==> config.mk <==
export PLATFORM = sky130hd
export DESIGN_NAME = csi_core
export DESIGN_NICKNAME = d
export VERILOG_FILES = /design/src/csi_pkg.sv /design/src/csi_core.sv
export SDC_FILE = /design/constraint.sdc
export NUM_CORES = 1
export LEC_CHECK = 0
export ABC_CLOCK_PERIOD_IN_PS = 31800
export BUFFER_PORTS_ARGS = -buffer_cell sky130_fd_sc_hd__buf_2
export CAP_MARGIN = 20
export CORE_UTILIZATION = 60
export DETAILED_ROUTE_END_ITERATION = 8
export PLACE_DENSITY = 0.78
export SYNTH_ARGS = -nofsm -noshare
export SYNTH_HDL_FRONTEND = slang
export SYNTH_SLANG_ARGS = --single-unit
==> constraint.sdc <==
create_clock -name mclk -period 31.8 [get_ports mclk]
set_clock_uncertainty 0.15 [all_clocks]
set_input_delay 6.36 -clock mclk [delete_from_list [all_inputs] [get_ports mclk]]
set_output_delay 6.36 -clock mclk [all_outputs]
set_load 0.01 [all_outputs]
==> src/csi_pkg.sv <==
/*
  Shared constants and types for the CPU stack, shadow and pointer core.
  Assumes one instruction clock and that every request comes from logic on that clock.
*/
package csi_pkg;
  localparam int unsigned CSI_STK_DEPTH = 16;
  localparam int unsigned CSI_STK_W = 15;
  localparam int unsigned CSI_PTR_W = 16;
  localparam int unsigned CSI_NUM_INSTR = 49;
  localparam logic [15:0] CSI_LIN_BASE = 16'h2000;
  localparam logic [15:0] CSI_LIN_END = 16'h29AF;
  localparam logic [15:0] CSI_GPR_PER_BANK = 16'h0050;
  localparam logic [15:0] CSI_GPR_OFS = 16'h0020;
  localparam logic [15:0] CSI_BANK_SIZE = 16'h0080;
  localparam logic [15:0] CSI_PTR_RST = 16'h0000;
  localparam logic [14:0] CSI_STK_RST = 15'h0000;
  localparam int unsigned CSI_PROG_XTRA_CYC = 1;

  typedef enum logic [2:0]
  {
    CSI_OP_NONE = 3'h0,
    CSI_OP_LOAD = 3'h1,
    CSI_OP_ADD = 3'h2,
    CSI_OP_OFFSET = 3'h3,
    CSI_OP_PREINC = 3'h4,
    CSI_OP_PREDEC = 3'h5,
    CSI_OP_POSTINC = 3'h6,
    CSI_OP_POSTDEC = 3'h7
  } csi_ptr_op_e;

  typedef enum logic [0:0]
  {
    CSI_ST_IDLE = 1'b0,
    CSI_ST_FETCH = 1'b1
  } csi_acc_st_e;

  typedef struct packed
  {
    logic [7:0] w;
    logic [4:0] status;
    logic [4:0] bsr;
    logic [6:0] pclath;
  } csi_ctx_s;

  typedef struct packed
  {
    logic ovf;
    logic unf;
  } csi_stk_flags_s;

  typedef struct packed
  {
    logic prog;
    logic [14:0] addr;
  } csi_acc_s;
endpackage

==> src/csi_core.sv <==
/*
  Shadow context save, return stack with error flags, and the two indirect pointers.
  Assumes all requests come from the instruction decoder on mclk; arst_n is power-on reset.
*/
// Notes on behaviour
// - interrupt entry copies context into shadows; return restores them
// - return stack holds sixteen fifteen-bit entries apart from data memory
// - push when full sets overflow flag, pop when empty sets underflow flag
// - with stack-error reset enabled, either stack error requests a software reset
// - two 16-bit pointers reach all data and program memory in one space
// - indirect access to program memory costs one extra instruction cycle
// - general purpose memory appears linearly across banks for sequential pointers
// - decoder supports 49 instructions, among them dedicated pointer operations
`timescale 1ns/10ps
module csi_core #(
  parameter int unsigned STK_DEPTH = csi_pkg::CSI_STK_DEPTH
) (
  input wire logic mclk,
  input wire logic arst_n,
  input wire logic clk_en,
  input wire logic irq_enter,
  input wire logic irq_return,
  input wire csi_pkg::csi_ctx_s ctx_live,
  output csi_pkg::csi_ctx_s ctx_restore,
  output logic ctx_restore_valid,
  input wire logic stk_push,
  input wire logic stk_pop,
  input wire logic [14:0] stk_push_addr,
  output logic [14:0] stk_top,
  output csi_pkg::csi_stk_flags_s stk_flags,
  input wire csi_pkg::csi_stk_flags_s stk_flag_clr,
  input wire logic stk_err_rst_en,
  output logic soft_rst_req,
  input wire logic ptr_req,
  input wire csi_pkg::csi_ptr_op_e ptr_op,
  input wire logic ptr_sel,
  input wire logic [5:0] ptr_k,
  input wire logic [15:0] ptr_wdata,
  output logic ptr_stall,
  output logic [15:0] ptr0,
  output logic [15:0] ptr1,
  output csi_pkg::csi_acc_s acc,
  output logic acc_valid
);
  import csi_pkg::*;
  localparam int unsigned CW = $clog2(STK_DEPTH + 1);
  localparam int unsigned IW = $clog2(STK_DEPTH);
  if (STK_DEPTH < 2 || STK_DEPTH > 256)
  begin : g_chk
    $error("csi_core: STK_DEPTH must lie in 2..256");
  end
  // linear window folds back onto the 80 general purpose bytes of each bank
  function automatic csi_acc_s csi_map(input logic [15:0] p);
    logic [15:0] l, bnk, off, a;
    csi_acc_s r;
    l = p - CSI_LIN_BASE;
    bnk = l / CSI_GPR_PER_BANK;
    off = l % CSI_GPR_PER_BANK;
    a = bnk * CSI_BANK_SIZE + CSI_GPR_OFS + off;
    r.prog = p[15];
    if (p[15])
      r.addr = p[14:0];
    else if (p >= CSI_LIN_BASE && p <= CSI_LIN_END)
      r.addr = a[14:0];
    else
      r.addr = {3'h0, p[11:0]};
    return r;
  endfunction
  // context shadows, pointers included
  csi_ctx_s shadow_reg, shadow_next;
  logic [15:0] sh_ptr0_reg, sh_ptr0_next, sh_ptr1_reg, sh_ptr1_next;
  logic restore_reg, restore_next;
  always_comb
  begin
    shadow_next = shadow_reg;
    sh_ptr0_next = sh_ptr0_reg;
    sh_ptr1_next = sh_ptr1_reg;
    restore_next = irq_return;
    if (irq_enter)
    begin
      shadow_next = ctx_live;
      sh_ptr0_next = ptr0;
      sh_ptr1_next = ptr1;
    end
  end
  always_ff @(posedge mclk or negedge arst_n)
  begin
    if (!arst_n)
    begin
      shadow_reg <= '0;
      sh_ptr0_reg <= CSI_PTR_RST;
      sh_ptr1_reg <= CSI_PTR_RST;
      restore_reg <= 1'b0;
    end
    else if (clk_en)
    begin
      shadow_reg <= shadow_next;
      sh_ptr0_reg <= sh_ptr0_next;
      sh_ptr1_reg <= sh_ptr1_next;
      restore_reg <= restore_next;
    end
  end
  assign ctx_restore = shadow_reg;
  assign ctx_restore_valid = restore_reg;
  // return stack; push wins when push and pop coincide
  logic [14:0] stk_mem [STK_DEPTH];
  logic [CW-1:0] cnt_reg, cnt_next, idx_m2;
  logic [14:0] top_reg, top_next;
  csi_stk_flags_s flg_reg, flg_next;
  logic srst_reg, srst_next;
  logic full, ovf_ev, unf_ev, do_push;
  assign full = (cnt_reg == CW'(STK_DEPTH));
  assign ovf_ev = stk_push && full;
  assign unf_ev = stk_pop && !stk_push && (cnt_reg == '0);
  assign do_push = stk_push && !full;
  assign idx_m2 = cnt_reg - CW'(2);
  always_comb
  begin
    cnt_next = cnt_reg;
    top_next = top_reg;
    if (do_push)
    begin
      cnt_next = cnt_reg + CW'(1);
      top_next = stk_push_addr;
    end
    else if (stk_pop && !stk_push && cnt_reg != '0)
    begin
      cnt_next = cnt_reg - CW'(1);
      top_next = (cnt_reg >= CW'(2)) ? stk_mem[idx_m2[IW-1:0]] : CSI_STK_RST;
    end
    // setting beats a clear in the same cycle
    flg_next.ovf = (flg_reg.ovf && !stk_flag_clr.ovf) || ovf_ev;
    flg_next.unf = (flg_reg.unf && !stk_flag_clr.unf) || unf_ev;
    srst_next = stk_err_rst_en && (ovf_ev || unf_ev);
  end
  always_ff @(posedge mclk or negedge arst_n)
  begin
    if (!arst_n)
    begin
      cnt_reg <= '0;
      top_reg <= CSI_STK_RST;
      flg_reg <= '0;
      srst_reg <= 1'b0;
    end
    else if (clk_en)
    begin
      cnt_reg <= cnt_next;
      top_reg <= top_next;
      flg_reg <= flg_next;
      srst_reg <= srst_next;
    end
  end
  // storage array carries no reset, so a wide stack maps onto plain memory
  always_ff @(posedge mclk)
  begin
    if (clk_en && do_push)
      stk_mem[cnt_reg[IW-1:0]] <= stk_push_addr;
  end
  assign stk_top = top_reg;
  assign stk_flags = flg_reg;
  assign soft_rst_req = srst_reg;
  // indirect pointers
  csi_acc_st_e st_reg, st_next;
  logic [15:0] ptr0_reg, ptr0_next, ptr1_reg, ptr1_next;
  logic [15:0] cur, eff, upd, ksx;
  logic is_acc, wr_ptr, done;
  csi_acc_s map, acc_reg, acc_next;
  logic accv_reg, accv_next, lin_reg, lin_next;
  always_comb
  begin
    cur = ptr_sel ? ptr1_reg : ptr0_reg;
    ksx = {{10{ptr_k[5]}}, ptr_k};
    eff = cur;
    upd = cur;
    is_acc = 1'b1;
    wr_ptr = 1'b1;
    case (ptr_op)
      CSI_OP_LOAD:
      begin
        upd = ptr_wdata;
        is_acc = 1'b0;
      end
      CSI_OP_ADD:
      begin
        upd = cur + ksx;
        is_acc = 1'b0;
      end
      CSI_OP_OFFSET:
      begin
        eff = cur + ksx;
        wr_ptr = 1'b0;
      end
      CSI_OP_PREINC:
      begin
        eff = cur + 16'h0001;
        upd = eff;
      end
      CSI_OP_PREDEC:
      begin
        eff = cur - 16'h0001;
        upd = eff;
      end
      CSI_OP_POSTINC: upd = cur + 16'h0001;
      CSI_OP_POSTDEC: upd = cur - 16'h0001;
      default:
      begin
        is_acc = 1'b0;
        wr_ptr = 1'b0;
      end
    endcase
    map = csi_map(eff);
    // program words need a fetch cycle before the access can complete
    ptr_stall = ptr_req && is_acc && map.prog && (st_reg == CSI_ST_IDLE);
    done = ptr_req && !ptr_stall;
    st_next = ptr_stall ? CSI_ST_FETCH : CSI_ST_IDLE;
    ptr0_next = ptr0_reg;
    ptr1_next = ptr1_reg;
    // return restores pointers and overrides a pointer update in that cycle
    if (irq_return)
    begin
      ptr0_next = sh_ptr0_reg;
      ptr1_next = sh_ptr1_reg;
    end
    else if (done && wr_ptr)
    begin
      if (ptr_sel)
        ptr1_next = upd;
      else
        ptr0_next = upd;
    end
    accv_next = done && is_acc;
    acc_next = (done && is_acc) ? map : acc_reg;
    lin_next = eff >= CSI_LIN_BASE && eff <= CSI_LIN_END;
  end
  always_ff @(posedge mclk or negedge arst_n)
  begin
    if (!arst_n)
    begin
      st_reg <= CSI_ST_IDLE;
      ptr0_reg <= CSI_PTR_RST;
      ptr1_reg <= CSI_PTR_RST;
      acc_reg <= '0;
      accv_reg <= 1'b0;
      lin_reg <= 1'b0;
    end
    else if (clk_en)
    begin
      st_reg <= st_next;
      ptr0_reg <= ptr0_next;
      ptr1_reg <= ptr1_next;
      acc_reg <= acc_next;
      accv_reg <= accv_next;
      lin_reg <= lin_next;
    end
  end
  assign ptr0 = ptr0_reg;
  assign ptr1 = ptr1_reg;
  assign acc = acc_reg;
  assign acc_valid = accv_reg;
  a_shadow_capture: assert property (@(posedge mclk) disable iff (!arst_n)
    clk_en && irq_enter |=> shadow_reg == $past(ctx_live))
    else $error("shadow not captured on interrupt entry");
  a_restore_data: assert property (@(posedge mclk) disable iff (!arst_n)
    clk_en && irq_return |=> ctx_restore_valid && ctx_restore == $past(shadow_reg))
    else $error("context restore missing");
  a_stack_bound: assert property (@(posedge mclk) disable iff (!arst_n)
    cnt_reg <= CW'(STK_DEPTH))
    else $error("stack count beyond depth");
  a_ovf_flag: assert property (@(posedge mclk) disable iff (!arst_n)
    clk_en && stk_push && full |=> stk_flags.ovf && cnt_reg == $past(cnt_reg))
    else $error("overflow not flagged");
  a_unf_flag: assert property (@(posedge mclk) disable iff (!arst_n)
    clk_en && unf_ev |=> stk_flags.unf && cnt_reg == '0)
    else $error("underflow not flagged");
  a_err_reset: assert property (@(posedge mclk) disable iff (!arst_n)
    clk_en |=> soft_rst_req == ($past(stk_err_rst_en) && ($past(ovf_ev) || $past(unf_ev))))
    else $error("software reset request wrong");
  a_ptr_load: assert property (@(posedge mclk) disable iff (!arst_n)
    clk_en && done && ptr_op == CSI_OP_LOAD && !ptr_sel && !irq_return
    |=> ptr0 == $past(ptr_wdata))
    else $error("pointer load lost");
  a_prog_extra: assert property (@(posedge mclk) disable iff (!arst_n)
    clk_en && ptr_stall |=> !acc_valid ##0 (!ptr_req || !ptr_stall))
    else $error("program fetch did not take one extra cycle");
  a_lin_window: assert property (@(posedge mclk) disable iff (!arst_n)
    acc_valid && lin_reg |-> !acc.prog && acc.addr[6:0] >= 7'h20 && acc.addr[6:0] <= 7'h6F)
    else $error("linear access outside general purpose bytes");
  a_flag_hold: assert property (@(posedge mclk) disable iff (!arst_n)
    clk_en && stk_flags.ovf && !stk_flag_clr.ovf |=> stk_flags.ovf)
    else $error("overflow flag dropped");
  c_irq_round: cover property (@(posedge mclk) disable iff (!arst_n)
    irq_enter ##[1:20] irq_return);
  c_overflow: cover property (@(posedge mclk) disable iff (!arst_n) clk_en && ovf_ev);
  c_prog_fetch: cover property (@(posedge mclk) disable iff (!arst_n)
    clk_en && ptr_stall ##1 clk_en && ptr_req ##1 acc_valid);
  c_lin_access: cover property (@(posedge mclk) disable iff (!arst_n) acc_valid && lin_reg);
endmodule

======== Word level (Yosys, flattened, before mapping) ========
Memories as Yosys holds them, arrays and structs flattened.
Index checks and enable logic that the tools add are counted.
word-level totals
  register bits ........................... 131
  bits in writable memories ............... 240
  bits of input ports ..................... 77
  output and inout port bits .............. 94
  word-level logic and storage cells ...... 102
  memories kept ........................... 1
operators by class
  add/sub/neg operators ................... 9
  div/mod/pow operators ................... 2
  order comparisons ....................... 3
  equal/unequal tests ..................... 9
  multiplexer cells ....................... 21
  bitwise logic cells ..................... 1
  reductions and logical operators ........ 38
memories
  name     words  bits a word  read ports  clocked after Yosys merged registers in  write ports  RTL line         text
  stk_mem  16     15           1           0                                        1            csi_core.sv:106  logic [14:0] stk_mem [STK_DEPTH];
operators by type and width
  operator                  number
  $mux W16                  7
  $mux W15                  5
  $pmux W16 S4              1
  $pmux W16 S3              1
  $add A16 B1 Y16 const B   1
  $add A16 B16 Y16          1
  $div A16 B7 Y16 const B   1
  $ge A16 B14 Y1 const B    1
  $le A16 B14 Y1 const B    1
  $logic_and A1 B1 Y1       16
  $mod A16 B7 Y16 const B   1
  $sub A16 B1 Y16 const B   1
  $sub A16 B14 Y16 const B  1
  $add A15 B15 Y15          1
  $add A15 B6 Y15 const B   1
  $eq A3 B3 Y1 const B      4
  $mux W5                   2
  $eq A3 B2 Y1 const B      2
  $reduce_and A2 Y1         3
  $reduce_and A3 Y1         2
  $reduce_bool A2 Y1        3
  $reduce_or A6 Y1          1
  $add A5 B1 Y5 const B     1
  $eq A5 B5 Y1 const B      1
  13 further kinds          24

======== Longest topological paths before layout ========
  depth in word-level cells ............... 11
  gate-level depth with buffers ........... 59
  depth with buffers taken out ............ 51

======== Least setup slack after synthesis ========
OpenSTA, ideal clock, no wires.
  path type ............................... input-to-reg
  start point ............................. in ptr_sel
  end point ............................... reg acc_reg, in the netlist acc[13]
  setup time .............................. 0.083 ns
  arrival ................................. 16.776 ns
  data required time ...................... 31.567 ns
  path slack .............................. 14.792 ns
  cell stages on the path ................. 51
  buffers on the path ..................... 9
  cells stage by stage .................... buf_6 buf_6 buf_4 mux2i_1 inv_1 ha_1 a211oi_1 o21ai_0 a22oi_1 mux2i_1 or4_4 buf_6 clkinv_2 buf_6 ha_1 or4b_1 o22ai_1 clkbuf_1 (+15 left out) a221oi_4 nand4_1 buf_2 mux2i_1 or4_1 o21ai_1 xnor2_1 ha_1 a21o_1 a21oi_1 nor2b_1 o21a_1 o21ai_0 nand2b_1 a21oi_1 xnor2_1 a21oi_1 o21ai_0
on the way
  word-level cells in the longest chain between the ends .. 9
  elaborated cells between the ends (all ways) .. 21
  those cells by class .................... 6 x add/sub; 2 x div; 2 x order compare; 4 x mux; 7 x reduce/logical
RTL lines
  item                                                     RTL line                         text
  from (decl)                                              csi_core.sv:36                   input wire logic ptr_sel,
  $mux W16 (*)                                             csi_core.sv:171                  cur = ptr_sel ? ptr1_reg : ptr0_reg;
  $sub A16 B1 Y16, or another cell as far along            csi_core.sv:200                  eff = cur - 16'h0001;
  $pmux W16 S3 (*)                                         csi_core.sv:177                  case (ptr_op)
  $sub A16 B14 Y16 or $logic_and A1 B1 Y1 (tied branches)  csi_core.sv:56, csi_core.sv:213
  $div A16 B7 Y16 or $logic_and A1 B1 Y1 (tied branches)   csi_core.sv:57, csi_core.sv:213
  $add A15 B6 Y15 or $logic_not A1 Y1 (tied branches)      csi_core.sv:59, csi_core.sv:214
  $add A15 B15 Y15 or $logic_and A1 B1 Y1 (tied branches)  csi_core.sv:59, csi_core.sv:214
  $mux W15 or $logic_and A1 B1 Y1 (tied branches)          csi_core.sv:63, csi_core.sv:232
  $mux W15 or $reduce_and A2 Y1 (tied branches)            n/a
  to (signal assigned)                                     csi_core.sv:251                  acc_reg <= acc_next;
  to (decl)                                                csi_core.sv:167                  csi_acc_s map, acc_reg, acc_next;
Mark *: on every way between the ends. The rest lies on a longest branch, timed or not.
A chain may end at the register's enable or synchronous reset.

======== Final worst setup path ========
Same ends and word-level chain as after synthesis.

==> metrics.md <==
| Metric | Value |
|---|---|
| Post-synth EDFFs | `240` |
| Hold Crit Endpoint | `acc[0]` |
| Final hold violation count | `0` |
| Worst Reg-to-Reg Cells | `43` |
| Most frequent cell after synthesis | `edfxtp_1` |
| H-tree depth | `2` |
| Largest net degree at the start of global routing | `79` |
| First-pass GRT wire length | `around 97000 um` |
| Clock insertion delay at the later pin of the skew report | `~0.56 ns` |
| Synth area leader | `edfxtp_1` |
| Drc violations | `0` |
| Synthesized cell area | `20800 um^2` |
| RSZ-0062 raised after global routing | `no` |
| Commonest cells in the netlist | `edfxtp_1 (240), nand2_1 (145), nor2_1 (132), dfrtp_1 (131), a21oi_1 (127)` |
| Max-Cap Viols | `0` |
| Fin cells | `2412` |
| Synthesized instance count | `about 1800` |
| Seq/Total Area, Yosys | `50.3%` |
| Worst Hold Launch | `acc[0]` |
| Setup TNS | `0 ns` |
| Worst-path fanout max | `56` |
| Clk root buf | `clkbuf_16` |
| CP Launch Type | `input port` |
| Max FFs per register | `240` |
| Worst Hold Depth | `2` |
| Synth-to-Final Area Change | `12.5%` |
| Dpl cells | `2342` |
| Hold WS | `between 0.3 and 0.4 ns` |
| Hold Path Class | `flip-flop to flip-flop` |
| Area share of the largest cell type after synthesis | `34.6%` |
| Die X | `188 um` |
| DR WL/cell | `26.3 um` |
| Hold_buf cts | `0` |
| Final min period | `approximately 20 ns` |
| GP Congestion | `0.936` |
| Cell family with most CP delay | `compound AO/OA/AOI/OAI gates` |
| Via count | `16625` |
| Syn_area_per_cell | `roughly 12 um^2` |
| Fmax | `just over 50 MHz` |
| Nets | `about 2000` |
| Number of I/O pins | `between 150 and 200` |
| Drt total wl | `approximately 63000 um` |
| Worst r2r dst | `acc[13]` |
| Via density per instance | `6.89` |
| Global route total overflow | `0` |
| Setup Crit Path Kind | `input port to flip-flop` |
| Syn. warnings | `0` |
| DRT antenna net count | `0` |
| Core box area | `about 34000 um^2` |
| # setup viols final | `0` |
| Async set-reset flop share out of synthesis | `between 30% and 40%` |
| Pre-antenna DRT Iters | `6` |
| # clock sinks | `approximately 370` |
| I/O Buffers | `170` |
| Worst-Margin Slew | `between 1 and 1.5 ns` |
| Flops & latches, synth | `~370` |
| Ratio of cells with drive above 1 in the final layout | `24.1%` |
| R2R Path Start | `ptr0[10]` |
| Max-slew violations | `0` |
| Initial core utilization | `around three fifths` |
| Status | `complete, no violations` |
| Ranking of synthesized cells by area | `edfxtp_1 (35%), dfrtp_1 (16%), mux4_2 (8.1%)` |
| CTS tree | `built` |
| Clock-pin slew on the worst setup and hold paths | `0.06 ns` |
| Critical Path End Type | `flip-flop` |
| CP max stage delay | `0.66 ns` |
| Number of antenna violations at the first check in global routing | `1` |
| Die footprint | `approximately 35000 um^2` |
| CP arrival | `19.84 ns` |
| Resized cells post-CTS | `0` |
| R2r setup slk | `approximately 18 ns` |
| Critical Path RT | `32.12 ns` |
| DP HPWL | `approximately 42000 um` |
| Clock Tree Buf Depth | `3` |
| Final worst-path cycle share | `61.4%` |
| Initial DRC Count | `~1700` |
| Max-slew headroom | `between 20% and 30%` |
| Syn Nets | `around 1900` |
| TritonCTS Buffers | `38` |
| Predominant post-synthesis flop cell | `edfxtp_1` |
| FP Rows | `67` |
| Number of global-route vias before repair | `around 16000` |
| Chip Height | `about 190 um` |
| Setup Fix Bufs, Post-CTS | `0` |
| Worst path slowest cell | `mux2i_1` |
| Yosys cell types | `about 120` |
| Worst path bufs/invs | `5` |
| Overall routing resource usage | `35.9%` |
[cell families after synthesis]
kind of cell	synth area share [%]
compound gates	16.4
xor+xnor	2.17
fa+ha+maj	2.16
buf+inv	3.12
flops	50.3
mux	13.4
simple gates	12.4
[through the flow]
stage | cell area [um^2] | util (%) | setup WS, ns
2_1_floorplan | 20800 | - | 14.79
3_3_place_gp | 22100 | 65.3 | 12.28
3_5_place_dp | 22100 | 65.3 | 11.96
4_1_cts | 23400 | 69.2 | 12.48
5_1_grt | 23400 | 69.2 | 11.05
6_report | 23400 | 69.2 | 12.29
[cell usage in the layout, fill, tap and decap left out, drive strengths merged, types with 11 or more instances in the layout]
master	netlist	final
nand2	145	145
a31oi	11	11
xnor2	40	40
a21oi	130	130
a211oi	25	25
o211ai	27	27
dfrtp	131	131
ha	31	31
nor4	14	14
mux4	75	75
a221oi	15	15
nand2b	11	11
and3	16	16
nand4	15	15
buf	32	210
clkinv	2	11
mux2	69	69
or3	15	15
inv	39	43
clkbuf	80	49
a22oi	24	24
a21o	28	28
o21ai	112	112
nor3	46	46
nor2	132	132
mux2i	30	30
edfxtp	240	240
o22ai	15	15
nand3	44	44
[worst reg2reg max path, delay by kind of cell (launching register included)]
family | cells | cell delay (ns)
xor gates and xnor gates | 2 | 0.22
DFF | 1 | 0.47
adders and majority gates | 3 | 0.88
and+or+nand+nor | 12 | 4.36
AOI/OAI and AO/OA | 19 | 5.58
buffers and inverters | 3 | 0.49
muxes | 4 | 1.25
[area by class of cell]
type / count / area [um^2]
inverters: 41 / 158
repair buffers: 210 / 1160
flip-flops and latches: 371 / 10500
diodes: 1 / 2.50
multi-input cells: 1272 / 9750
clock inverters: 20 / 294
clock buffers: 49 / 1020
well taps: 448 / 561
fillers: 2360 / 10400
[how the worst max path moves through the flow]
stage	startpoint	end	depth (start not counted)
2_1_floorplan	ptr_sel	acc[13]	51
3_3_place_gp	ptr_sel	acc[13]	45
3_5_place_dp	ptr_sel	acc[13]	45
4_1_cts	ptr_sel	acc[13]	45
5_1_grt	ptr_sel	acc[13]	45
6_report	ptr_sel	acc[13]	45
[metal layers]
layer | track usage [%] | wire (um) | vias up
met1 | 46.7 | 24400 | 8220
li1 | - | - | 7276
met4 | 15.9 | 2560 | 2
met5 | 0 | 11 | -
met3 | 6.03 | 5310 | 173
met2 | 59.7 | 31100 | 954
Power is left out: the tool's default activity adds up to more than one toggle a clock period on the data nets, which glitch-free logic cannot reach.
